File: src/adc_ctrl_defs.svh
`ifndef ADC_CTRL_DEFS_SVH
`define ADC_CTRL_DEFS_SVH

// Register indices on the plain port
`define ADDR_CTRL0 3'h0
`define ADDR_CTRL1 3'h1
`define ADDR_PINSEL 3'h2
`define ADDR_RES_HI 3'h3
`define ADDR_RES_LO 3'h4
`define ADDR_IRQ_STAT 3'h5
`define ADDR_IRQ_MASK 3'h6

// Control register 0 fields
`define C0_START 7
`define C0_BUSY 6
`define C0_PDOWN 5
`define C0_ALIGN 4
// Control register 1 fields
`define C1_VREF 4
`define C1_DIV_HI 2
`define C1_DIV_LO 0

// Reset values
`define RST_PDOWN 1'b1
`define RST_PINSEL 8'hff
`define RST_DIV 3'h0

// Conversion length in conversion clock periods
`define CONV_PERIODS 5'h10
`define DIV_UNDEF 3'h7

`endif

File: src/adc_ctrl_pkg.sv
package adc_ctrl_pkg;
  typedef enum logic [1:0] {
    st_idle,
    st_reset,
    st_convert
  } conv_state_t;
  typedef logic [7:0] reg_byte_t;
endpackage

File: src/adc_conversion_control.sv
// Overview of operation
// - start bit rising then falling launches conversion
// - while start high, hold core reset, busy
// - hardware clears busy flag at conversion end
// - completion sets request flag; masked interrupt out
// - divider field selects sys clock divide 1..64
// - core powered only while power-down bit zero
// - power stays on with no pins selected
// - reference select picks supply or reference pin
// - pin enable makes pin analog, kills digital
// - analog pin drops its pull-up
// - analog pin overrides port direction
// - conversion lasts sixteen conversion clock periods
// - align bit picks left/right result placement
`timescale 1ns/1ps
`include "adc_ctrl_defs.svh"
module adc_conversion_control
  import adc_ctrl_pkg::*;
(
  // Clock and reset
  input wire logic sys_clk,
  input wire logic rst_n,
  // Register port
  input wire logic [2:0] reg_addr,
  input wire adc_ctrl_pkg::reg_byte_t reg_wdata,
  input wire logic reg_write,
  input wire logic reg_read,
  output adc_ctrl_pkg::reg_byte_t reg_rdata,
  // Interrupt
  output logic irq,
  // Analog core
  input wire logic [11:0] core_sample,
  output logic core_reset,
  output logic core_power_on,
  output logic core_clock_tick,
  output logic reference_source_sel,
  // Pin muxing
  input wire logic [7:0] pin_pullup_en,
  input wire logic [7:0] port_direction_reg,
  output logic [7:0] analog_pin_enables,
  output logic [7:0] pin_digital_en,
  output logic [7:0] pin_pullup_active,
  output logic [7:0] pin_input_dir,
  output logic vref_pin_digital_en
);
  import adc_ctrl_pkg::*;

  logic rst_meta, rst_sync_n;
  logic start_bit, conv_power_down, result_align_sel;
  logic [2:0] conv_clock_divider_sel;
  logic ref_sel;
  logic [7:0] pin_sel;
  logic conv_busy_flag;
  logic irq_stat, irq_mask;
  conv_state_t state;
  logic [4:0] periods;
  logic div_tick;
  logic [7:0] result_hi, result_lo;
  logic [11:0] sample_sync1, sample_sync2;
  logic [7:0] pullup_s1, pullup_s2, dir_s1, dir_s2;

  wire logic wr_c0, wr_c1, wr_pin, wr_mask, rd_stat;
  wire logic start_rise, start_fall, conv_done, div_run;
  wire reg_byte_t ctrl0_val, ctrl1_val, read_mux;

  // Reset release through two stages
  always_ff @(posedge sys_clk or negedge rst_n) begin
    if (!rst_n) begin
      rst_meta <= 1'b0;
      rst_sync_n <= 1'b0;
    end else begin
      rst_meta <= 1'b1;
      rst_sync_n <= rst_meta;
    end
  end

  // Pin-side levels and core sample come from outside this domain
  always_ff @(posedge sys_clk or negedge rst_sync_n) begin
    if (!rst_sync_n) begin
      sample_sync1 <= 12'h000;
      sample_sync2 <= 12'h000;
      pullup_s1 <= 8'h00;
      pullup_s2 <= 8'h00;
      dir_s1 <= 8'h00;
      dir_s2 <= 8'h00;
    end else begin
      sample_sync1 <= core_sample;
      sample_sync2 <= sample_sync1;
      pullup_s1 <= pin_pullup_en;
      pullup_s2 <= pullup_s1;
      dir_s1 <= port_direction_reg;
      dir_s2 <= dir_s1;
    end
  end

  assign wr_c0 = reg_write && reg_addr == `ADDR_CTRL0;
  assign wr_c1 = reg_write && reg_addr == `ADDR_CTRL1;
  assign wr_pin = reg_write && reg_addr == `ADDR_PINSEL;
  assign wr_mask = reg_write && reg_addr == `ADDR_IRQ_MASK;
  assign rd_stat = reg_read && reg_addr == `ADDR_IRQ_STAT;

  assign start_rise = wr_c0 && !start_bit && reg_wdata[`C0_START];
  assign start_fall = wr_c0 && start_bit && !reg_wdata[`C0_START];

  // sixteen conversion periods end the cycle
  assign conv_done = state == st_convert && div_tick &&
    periods == `CONV_PERIODS - 5'h01;
  assign div_run = state == st_convert && !conv_power_down;

  always_ff @(posedge sys_clk or negedge rst_sync_n) begin
    if (!rst_sync_n) begin
      start_bit <= 1'b0;
      conv_power_down <= `RST_PDOWN;
      result_align_sel <= 1'b0;
      conv_clock_divider_sel <= `RST_DIV;
      ref_sel <= 1'b0;
      pin_sel <= `RST_PINSEL;
      irq_mask <= 1'b0;
    end else begin
      if (wr_c0) begin
        start_bit <= reg_wdata[`C0_START];
        conv_power_down <= reg_wdata[`C0_PDOWN];
        result_align_sel <= reg_wdata[`C0_ALIGN];
      end
      if (wr_c1) begin
        ref_sel <= reg_wdata[`C1_VREF];
        conv_clock_divider_sel <= reg_wdata[`C1_DIV_HI:`C1_DIV_LO];
      end
      if (wr_pin)
        pin_sel <= reg_wdata;
      if (wr_mask)
        irq_mask <= reg_wdata[0];
    end
  end

  // Conversion sequencer
  always_ff @(posedge sys_clk or negedge rst_sync_n) begin
    if (!rst_sync_n) begin
      state <= st_idle;
      periods <= 5'h00;
      conv_busy_flag <= 1'b1;
    end else begin
      case (state)
        st_idle: begin
          // start raised resets and sets busy
          if (start_rise) begin
            state <= st_reset;
            conv_busy_flag <= 1'b1;
          end
        end
        st_reset: begin
          if (start_fall) begin
            state <= st_convert;
            periods <= 5'h00;
          end
        end
        st_convert: begin
          if (start_rise) begin
            state <= st_reset;
          end else if (conv_done) begin
            state <= st_idle;
            conv_busy_flag <= 1'b0;
          end else if (div_tick) begin
            periods <= periods + 5'h01;
          end
        end
        default: state <= st_idle;
      endcase
    end
  end

  conv_clock_divider #(.DIV_W(6)) u_div (
    .sys_clk(sys_clk),
    .rst_n(rst_sync_n),
    .conv_clock_divider_sel(conv_clock_divider_sel),
    .run(div_run),
    .tick(div_tick)
  );

  // result placement, loaded with busy fall
  result_format u_fmt (
    .sys_clk(sys_clk),
    .rst_n(rst_sync_n),
    .load(conv_done),
    .align_right(result_align_sel),
    .sample(sample_sync2),
    .result_hi(result_hi),
    .result_lo(result_lo)
  );

  // sticky request flag; set beats read clear
  always_ff @(posedge sys_clk or negedge rst_sync_n) begin
    if (!rst_sync_n) begin
      irq_stat <= 1'b0;
      irq <= 1'b0;
    end else begin
      irq_stat <= conv_done || (irq_stat && !rd_stat);
      irq <= (conv_done || (irq_stat && !rd_stat)) && irq_mask;
    end
  end

  assign ctrl0_val = {start_bit, conv_busy_flag, conv_power_down,
    result_align_sel, 4'h0};
  assign ctrl1_val = {3'h0, ref_sel, 1'b0, conv_clock_divider_sel};
  assign read_mux =
    reg_addr == `ADDR_CTRL0 ? ctrl0_val :
    reg_addr == `ADDR_CTRL1 ? ctrl1_val :
    reg_addr == `ADDR_PINSEL ? pin_sel :
    reg_addr == `ADDR_RES_HI ? result_hi :
    reg_addr == `ADDR_RES_LO ? result_lo :
    reg_addr == `ADDR_IRQ_STAT ? {7'h00, irq_stat} :
    reg_addr == `ADDR_IRQ_MASK ? {7'h00, irq_mask} : 8'h00;

  always_ff @(posedge sys_clk or negedge rst_sync_n) begin
    if (!rst_sync_n)
      reg_rdata <= 8'h00;
    else
      reg_rdata <= reg_read ? read_mux : 8'h00;
  end

  // Core and pin controls, all registered
  always_ff @(posedge sys_clk or negedge rst_sync_n) begin
    if (!rst_sync_n) begin
      core_reset <= 1'b1;
      core_power_on <= 1'b0;
      core_clock_tick <= 1'b0;
      reference_source_sel <= 1'b0;
      vref_pin_digital_en <= 1'b1;
      analog_pin_enables <= `RST_PINSEL;
      pin_digital_en <= 8'h00;
      pin_pullup_active <= 8'h00;
      pin_input_dir <= 8'hff;
    end else begin
      core_reset <= state != st_convert;
      core_power_on <= !conv_power_down;
      core_clock_tick <= div_tick;
      // reference pin takes over its shared pin
      reference_source_sel <= ref_sel;
      vref_pin_digital_en <= !ref_sel;
      analog_pin_enables <= pin_sel;
      pin_digital_en <= ~pin_sel;
      pin_pullup_active <= pullup_s2 & ~pin_sel;
      pin_input_dir <= dir_s2 | pin_sel;
    end
  end
endmodule // adc_conversion_control

File: src/conv_clock_divider.sv
`timescale 1ns/1ps
`include "adc_ctrl_defs.svh"
module conv_clock_divider #(
  parameter int DIV_W = 6
) (
  // Clock and reset
  input wire logic sys_clk,
  input wire logic rst_n,
  // Control
  input wire logic [2:0] conv_clock_divider_sel,
  input wire logic run,
  // Tick
  output logic tick
);
  logic [DIV_W-1:0] count;
  logic [DIV_W-1:0] limit;
  wire logic undef_sel;

  // Setting 7 is undefined: the clock stops rather than guess
  assign undef_sel = conv_clock_divider_sel == `DIV_UNDEF;
  assign limit = DIV_W'((7'h01 << conv_clock_divider_sel) - 7'h01);

  always_ff @(posedge sys_clk or negedge rst_n) begin
    if (!rst_n) begin
      count <= '0;
      tick <= 1'b0;
    end else if (!run || undef_sel) begin
      count <= '0;
      tick <= 1'b0;
    end else if (count >= limit) begin
      count <= '0;
      tick <= 1'b1;
    end else begin
      count <= count + DIV_W'(1);
      tick <= 1'b0;
    end
  end
endmodule // conv_clock_divider

File: src/result_format.sv
`timescale 1ns/1ps
module result_format (
  // Clock and reset
  input wire logic sys_clk,
  input wire logic rst_n,
  // Capture
  input wire logic load,
  input wire logic align_right,
  input wire logic [11:0] sample,
  // Result bytes
  output logic [7:0] result_hi,
  output logic [7:0] result_lo
);
  wire logic [15:0] placed;

  assign placed = align_right ? {4'h0, sample} : {sample, 4'h0};

  always_ff @(posedge sys_clk or negedge rst_n) begin
    if (!rst_n) begin
      result_hi <= 8'h00;
      result_lo <= 8'h00;
    end else if (load) begin
      result_hi <= placed[15:8];
      result_lo <= placed[7:0];
    end
  end
endmodule // result_format

File: config.mk
export PLATFORM = sky130hd
export DESIGN_NAME = adc_conversion_control
export DESIGN_NICKNAME = d
export VERILOG_FILES = /design/src/adc_ctrl_pkg.sv /design/src/adc_conversion_control.sv /design/src/conv_clock_divider.sv /design/src/result_format.sv
export VERILOG_INCLUDE_DIRS = /design/src
export SDC_FILE = /design/constraint.sdc
export NUM_CORES = 1
export LEC_CHECK = 0
export ABC_AREA = 1
export BUFFER_PORTS_ARGS = -buffer_cell sky130_fd_sc_hd__buf_2
export CAP_MARGIN = 5
export CORE_ASPECT_RATIO = 0.7
export CORE_UTILIZATION = 50
export CTS_CLUSTER_SIZE = 14
export DETAILED_ROUTE_END_ITERATION = 10
export HOLD_SLACK_MARGIN = 0.05
export PLACE_DENSITY = 0.78
export SETUP_SLACK_MARGIN = 0.02
export SYNTH_ARGS = -nofsm -noshare
export SYNTH_HDL_FRONTEND = slang
export SYNTH_SLANG_ARGS = --single-unit
File: constraint.sdc
create_clock -name sys_clk -period 4.2 [get_ports sys_clk]
set_input_delay 0.84 -clock sys_clk [delete_from_list [all_inputs] [get_ports sys_clk]]
set_output_delay 0.84 -clock sys_clk [all_outputs]
set_load 0.01 [all_outputs]
==> results of run 1 <==
## power by group through the flow
| stage | Combinational, mW | Clock [mW] | Sequential (mW) |
|---|---|---|---|
| 4_1_cts | 0.340 | 1.60 | 1.72 |
| 2_1_floorplan | 0.173 | 0 | 1.75 |
| 5_1_grt | 0.380 | 1.65 | 1.74 |
| 3_5_place_dp | 0.336 | 0 | 1.74 |
| 6_report | 0.336 | 1.57 | 1.72 |
| 3_3_place_gp | 0.319 | 0 | 1.74 |
## layer usage
layer | vias to the layer above | wire (µm) | global-route usage
li1 | 1718 | - | -
met1 | 1816 | 4390 | 0.264
met2 | 139 | 5200 | 0.331
met3 | 13 | 645 | 0.0682
met4 | 0 | 106 | 0.0679
met5 | - | 0 | 0
## cell type report
| class | count | area share |
|---|---|---|
| Clock buffer | 20 | 0.0675 |
| Inverter | 60 | 0.0340 |
| Sequential cell | 152 | 0.580 |
| Clock inverter | 12 | 0.0265 |
| Tap cell | 132 | 0.0249 |
| Multi-Input combinational cell | 254 | 0.198 |
| Timing Repair Buffer | 90 | 0.0688 |
## through the flow
stage                     std cells  power (mW)  setup slack, ns  hold slack, ns
after floorplan                 474        1.93             1.71           0.331
after global placement          688        2.06             2.17           0.332
after detailed placement        688        2.08             2.00           0.335
after CTS                       720        3.66             1.95           0.194
after global routing            720        3.77             1.73           0.185
final                           720        3.62             1.99           0.203
## cells in the mapped netlist (2+ instances only)
master    count
dfrtp_1     124
nand2_1      73
inv_1        57
nor2_1       48
dfstp_2      28
o21ai_0      28
nand3_1      23
nand4_1      12
a21oi_1      10
ha_1         10
a31oi_1       9
or2_2         8
o21bai_1      5
o21ai_1       4
buf_2         3
clkbuf_1      3
inv_2         3
nor2_4        3
nor3_1        3
xnor2_1       3
xor2_1        3
buf_6         2
o211ai_1      2
o22ai_1       2
## kinds of logic (layout without fill, tap and decap cells)
logic type / Yosys count / after routing
other: 1 / 1
xor gates and xnor gates: 6 / 6
DFF: 152 / 152
buffers and inverters: 68 / 182
and+or+nand+nor: 174 / 174
adders and majority gates: 10 / 10
AOI/OAI and AO/OA: 63 / 63
## worst reg2reg max path: stages (launching register included)
cell and delay [ns]:
dfrtp_1 0.44, nor2_1 0.16, nand2_1 0.10, ha_1 0.22
o21ai_0 0.11, xnor2_1 0.16, ha_1 0.26, nand2_1 0.08
inv_1 0.05, o211ai_1 0.11, nand4_1 0.27, nor2_1 0.17
## registers in the layout (all words and copies together) (netlist names), 3 cells and up
signal	flops
pin_digital_en	8
periods	5
pin_pullup_active	8
pullup_s1	8
sample_sync1	12
conv_clock_divider_sel	3
analog_pin_enables	8
pullup_s2	8
u_fmt.result_lo	8
dir_s2	8
u_fmt.result_hi	8
u_div.count	6
pin_input_dir	8
sample_sync2	12
dir_s1	8
pin_sel	8
reg_rdata	8
## worst min-delay path by stage
stage                                start                endpoint  slack, ns  cells after the start
finish                               rst_n    rst_sync_n$_DFF_PN0_       0.20                      1
global route                         rst_n    rst_sync_n$_DFF_PN0_       0.18                      1
floorplan               rst_meta$_DFF_PN0_    rst_sync_n$_DFF_PN0_       0.33                      0
CTS                                  rst_n    rst_sync_n$_DFF_PN0_       0.19                      1
global placement    pullup_s1[1]$_DFF_PN0_  pullup_s2[1]$_DFF_PN0_       0.33                      0
detailed placement     dir_s1[0]$_DFF_PN0_     dir_s2[0]$_DFF_PN0_       0.33                      0
==> flow_summary.toml, run 1 <==
[outcome]
status = "finished clean"

[worst_hold_path]
hold_path_class = "input port to async pin"

[sta]
hold_viol = 0
finalCritPeriodShare = 0.527
rsz0062_at_grt = "no"
worst_slew_pin_slew_ns = 1.05
final_max_slew_viol_count = 0
setup_violations = 0
max_slew_margin = 0.298
finClkSkew_ns = 0.0102
clock.fmax_mhz = 452
fin_crit_ns = 2.21
setup_tns_ns = 0

[cts]
clk_latency_ns = 0.41
root_buffer = "clkbuf_16"
cts_max_path_buffers = 2
hold_buffers = 0
cts_made_buffers = 17
htree_levels = 4
cts_tree = "built"
cts_resized = 0
cts.clk_slew.worst_paths_ns = 0.06
cts_setup_buffers = 0
cts_sinks = 152

[detailed_routing]
vias = 3686
via_per_inst = 5.12
antenna_left = 0
wl_um = 10300
dr.pass1.iters = 5
wl_per_cell_um = 14.4
drc_errors = 0
dr.first_iter.drc_count = 278

[power_and_ir_drop]
combPwrFrac = 0.093
ir_drop_mv = 0.424
leakage_nw = 3.29
p_seq_frac = 0.474
p_sw_frac = 0.239
powerDensity_mw_per_mm2 = 547
clock_power_share = 0.433
power.switching_mw = 0.866
internal_power_mw = 2.76

[yosys]
synthSimpleGateAreaFrac = 0.143
synth_edf_count = 0
seq_area_frac_synth = 0.708
synthFlopType = "dfrtp_1"
synth.area.mux_share = 0
synth_compound_area_frac = 0.0655
synth_top_area_share = 0.572
synthAdderAreaFrac = 0.0231
netlist_instances = 474
synth.area.top_cells = "dfrtp_1 (57%), dfstp_2 (14%), nand2_1 (5.1%), inv_1 (3.9%), nor2_1 (3.3%)"
synth_xor_area_frac = 0.00969
syn-cell-area_mm2 = 0.00542
synthArstFlopShare = 1.00
synth_area_leader_cell = "dfrtp_1"
synth_area_per_cell_um2 = 11.4
ys_seq_elements = 152
yosysUniqueCellTypes = 32
synth_top_family_by_area = "simple AND/OR/NAND/NOR gates"
synth_warnings = 0
synth_nets = 527

[cells_and_area]
utilization = 0.635
regArea_mm2 = 0.00384
syn_to_final_growth_pct = 22.1
fin_nets = 628
fillers = 806
diodes = 0
final_cell_mix = "dfrtp_1 (123), buf_2 (88), nand2_1 (73)"
multi_input_area_mm2 = 0.00131
drive_above_1_share = 0.281
final_area_mm2 = 0.00662
final_common_cell = "dfrtp_1"

[placement]
port_buffers = 88
place_area_mm2 = 0.00600
place.gp.congestion = 0.944
dp_hpwl_um = 7190

[critical_path]
arrival_ns = 2.54
cp-endpoint = "u_div.count[4]$_DFF_PN0_"
setup.worst_path.start_class = "flop"
crit_path_end_kind = "flop"
crit_cells = 11
cp.required_ns = 4.53
cp_cell_sequence = "nor2_1 > nand2_1 > ha_1 > o21ai_0 > xnor2_1 > ha_1 > nand2_1 > inv_1 > o211ai_1 > nand4_1 > nor2_1"
crit_slowest_cell = "dfrtp_1"
crit_family = "simple AND/OR/NAND/NOR gates"
r2r-start = "conv_clock_divider_sel[1]$_DFFE_PN0P_"
r2r_cells = 11
worst-path-buf-inv = 1
r2r-end = "u_div.count[4]$_DFF_PN0_"
max_stage_delay_ns = 0.44
r2r_slack_ns = 1.99
path_class = "flop to flop"
crit_fanout = 6
critPathLaunch = "conv_clock_divider_sel[1]$_DFFE_PN0P_"

[global_routing]
grt_overflow = 0
antenna_found_initial = 0
grt_usage = 0.204
grt_pass1_wl_um = 17200
grt_pass1_vias = 3566
grt_start_max_net_pins = 86

[floorplan]
ios = 89
core-area_mm2 = 0.0104
rows = 31
die_area_mm2 = 0.0113
initial_core_util = 0.520
fp.dieH_um = 89.1
die_w_um = 126

[run]
maxCapViolations = 0
Note: power is estimated with default switching activity, not from simulation.
==> run 2, diff against run 1 <==
--- a/config.mk
+++ b/config.mk
@@ -6,7 +6,7 @@
 export SDC_FILE = /design/constraint.sdc
 export NUM_CORES = 1
 export LEC_CHECK = 0
-export ABC_AREA = 1
+export ABC_AREA = 0
 export BUFFER_PORTS_ARGS = -buffer_cell sky130_fd_sc_hd__buf_2
 export CAP_MARGIN = 5
 export CORE_ASPECT_RATIO = 0.7
@@ -14,7 +14,7 @@
 export CTS_CLUSTER_SIZE = 14
 export DETAILED_ROUTE_END_ITERATION = 10
 export HOLD_SLACK_MARGIN = 0.05
-export PLACE_DENSITY = 0.78
+export PLACE_DENSITY = 0.75
 export SETUP_SLACK_MARGIN = 0.02
 export SYNTH_ARGS = -nofsm -noshare
 export SYNTH_HDL_FRONTEND = slang
==> constraint.sdc (replaced) <==
create_clock -name sys_clk -period 2.1 [get_ports sys_clk]
set_input_delay 0.42 -clock sys_clk [delete_from_list [all_inputs] [get_ports sys_clk]]
set_output_delay 0.42 -clock sys_clk [all_outputs]
set_load 0.01 [all_outputs]
==> run 2 against run 1 <==
The run now ends with setup timing left. Global-route usage fell by 0.70 points. Clock power rose by 100%. Worst hold slack got worse by 0.099 ns. Synthesized cell count fell by 13%. Final cell count fell by 7.5%. Flip-flop and latch count did not move. Worst setup slack got worse by 2.2 ns. Sequential power rose by 98%. Design area rose by 2.4%. Combinational power rose by 140%. Routed wire length fell by 5.9%. Critical path type unchanged. Largest power group unchanged.
==> flow_summary.toml, run 2 <==
[run]
maxCapViolations = 0

[yosys]
synth_top_area_share = 0.575
synthFlopType = "dfrtp_1"
synth_edf_count = 0
ys_seq_elements = 152
synthArstFlopShare = 1.00
synth_area_leader_cell = "dfrtp_1"
synth_warnings = 0
yosysUniqueCellTypes = 46
synth.area.top_cells = "dfrtp_1 (57%), dfstp_2 (14%), nand2_1 (4.0%), o21ai_0 (3.3%), ha_1 (2.3%)"
synth_most_common_cell = "dfrtp_1"
syn-cell-area_mm2 = 0.00540
seq_area_frac_synth = 0.711
netlist_instances = 414
synth_area_per_cell_um2 = 13.0
synth_nets = 467
netlist_top_cells_count = "dfrtp_1 (124), nand2_1 (57), o21ai_0 (36)"

[cts]
cts_tree = "built"
clk_latency_ns = 0.42
cts.clk_slew.worst_paths_ns = 0.06
htree_levels = 4
cts_sinks = 152
cts_max_path_buffers = 2
cts_made_buffers = 17
root_buffer = "clkbuf_16"

[outcome]
violations = "setup timing"
status = "complete, but fails checks"

[critical_path]
r2r-start = "conv_clock_divider_sel[2]$_DFFE_PN0P_"
crit_slowest_cell = "or3_4"
r2r_slack_ns = -0.24
crit_family = "simple AND/OR/NAND/NOR gates"
max_stage_delay_ns = 0.41
cp_common_cell = "ha_4"
crit_fanout = 6
setup.worst_path.start_class = "flop"
cp.required_ns = 2.38
arrival_ns = 2.62
worst-path-buf-inv = 0
crit_path_end_kind = "flop"
r2r-end = "u_div.count[3]$_DFF_PN0_"
path_class = "flop to flop"
r2r_cells = 9
cp_cell_sequence = "or3_4 > ha_4 > nor3_2 > a21oi_1 > o21a_1 > ha_4 > nand3_1 > o211ai_1 > nor2_1"
crit_cells = 9

[worst_hold_path]
hold_end = "pullup_s1[0]$_DFF_PN0_"
hold_start = "pin_pullup_en[0]"
hold_path_class = "input port to flop"
hold_path_depth = 1

[detailed_routing]
antenna_left = 0
drc_errors = 0
vias = 3325
via_per_inst = 4.99
dr.first_iter.drc_count = 234
wl_um = 9730
dr.pass1.iters = 4
wl_per_cell_um = 14.6

[power_and_ir_drop]
power.switching_mw = 1.77
combPwrFrac = 0.108
ir_drop_mv = 0.739
p_seq_frac = 0.463
leakage_nw = 3.18
powerDensity_mw_per_mm2 = 1080
clock_power_share = 0.429
p_sw_frac = 0.241
internal_power_mw = 5.57

[placement]
place.gp.congestion = 0.807
port_buffers = 88
dp_hpwl_um = 6680
place_ws_ns = -0.257
place_area_mm2 = 0.00613

[sta]
whs_ns = 0.105
finClkSkew_ns = 0.00644
final_max_slew_viol_count = 0
max_slew_margin = 0.570
worst_slew_pin_slew_ns = 0.645
setup_violations = 7
finalCritPeriodShare = 1.11
fin_crit_ns = 2.34
rsz0062_at_grt = "yes"
layout_setup_ws_ns = -0.237
clock.fmax_mhz = 428
hold_viol = 0

[cells_and_area]
top_regs = "sample_sync1 (12), sample_sync2 (12)"
final_common_cell = "dfrtp_1"
final_area_mm2 = 0.00678
drive_above_1_share = 0.350
fin_nets = 574
syn_to_final_growth_pct = 25.7
fillers = 773
diodes = 0
utilization = 0.650
final_cell_mix = "dfrtp_1 (123), buf_2 (88), nand2_1 (57)"

[floorplan]
fp.dieH_um = 88.9
rows = 31
die_area_mm2 = 0.0112
initial_core_util = 0.517
core-area_mm2 = 0.0104
ios = 89
die_w_um = 126

[global_routing]
grt_usage = 0.197
grt_overflow = 0
grt_pass1_wl_um = 16400
grt_pass1_vias = 3333
grt_start_max_net_pins = 47
antenna_found_initial = 0
run 2: power by group through the flow:
stage,sequential (mW),clock (mW),combinational [mW]
2_1_floorplan,3.52,0,0.374
3_3_place_gp,3.44,0,0.735
3_5_place_dp,3.45,0,0.764
4_1_cts,3.41,3.21,0.780
5_1_grt,3.44,3.36,0.885
6_report,3.40,3.15,0.791
run 2: stage by stage:
step | setup TNS (ns) | total power [mW] | std cells
2_1_floorplan | -1.25 | 3.89 | 414
3_3_place_gp | -0.921 | 4.18 | 632
3_5_place_dp | -1.54 | 4.22 | 632
4_1_cts | -1.67 | 7.40 | 666
5_1_grt | -2.77 | 7.68 | 666
6_report | -1.46 | 7.34 | 666
run 2: cell type report:
cell class              count  area [µm²]  share of cell area
clock buffers              19         453              0.0668
clock inverters            13         168              0.0247
inverters                  19        71.3              0.0105
multi-input cells         226        1460               0.216
flip-flops and latches    152        3840               0.567
well taps                 132         165              0.0243
repair buffers            105         621              0.0915
run 2: kinds of logic after synthesis:
group,after synthesis,synth area share
AOI/OAI and AO/OA,71,0.0811
DFF,152,0.711
adders and majority gates,10,0.0232
muxes,17,0.0355
buffers and inverters,36,0.0274
and+or+nand+nor,122,0.113
other,1,0.000695
xor gates and xnor gates,5,0.00811
run 2: worst max path at each step:
| stage | slack (ns) | start | end |
|---|---|---|---|
| after floorplan | -0.18 | conv_clock_divider_sel[2]$_DFFE_PN0P_ | u_div.count[0]$_DFF_PN0_ |
| after global placement | -0.15 | conv_clock_divider_sel[2]$_DFFE_PN0P_ | u_div.count[5]$_DFF_PN0_ |
| after detailed placement | -0.26 | conv_clock_divider_sel[2]$_DFFE_PN0P_ | u_div.count[3]$_DFF_PN0_ |
| after CTS | -0.26 | conv_clock_divider_sel[2]$_DFFE_PN0P_ | u_div.count[3]$_DFF_PN0_ |
| after global routing | -0.42 | conv_clock_divider_sel[2]$_DFFE_PN0P_ | u_div.count[2]$_DFF_PN0_ |
| final | -0.24 | conv_clock_divider_sel[2]$_DFFE_PN0P_ | u_div.count[3]$_DFF_PN0_ |
run 2: what timing repair did:
| action | in CTS | in global routing |
|---|---|---|
| resized for setup | 0 | 2 |
| buffers inserted | 1 | 0 |
| hold endpoints to repair | 2 | 0 |
| hold buffers | 1 | 0 |
| pin swaps | 2 | 6 |
| setup endpoints to repair | 7 | 7 |
run 2: routing by layer:
layer  global-route usage  up-vias  share of wire
li1                     -     1604              -
met1                0.264     1612           0.46
met2                0.299       89           0.47
met3               0.0551       20          0.046
met4                0.106        0          0.020
met5                    0        -              0
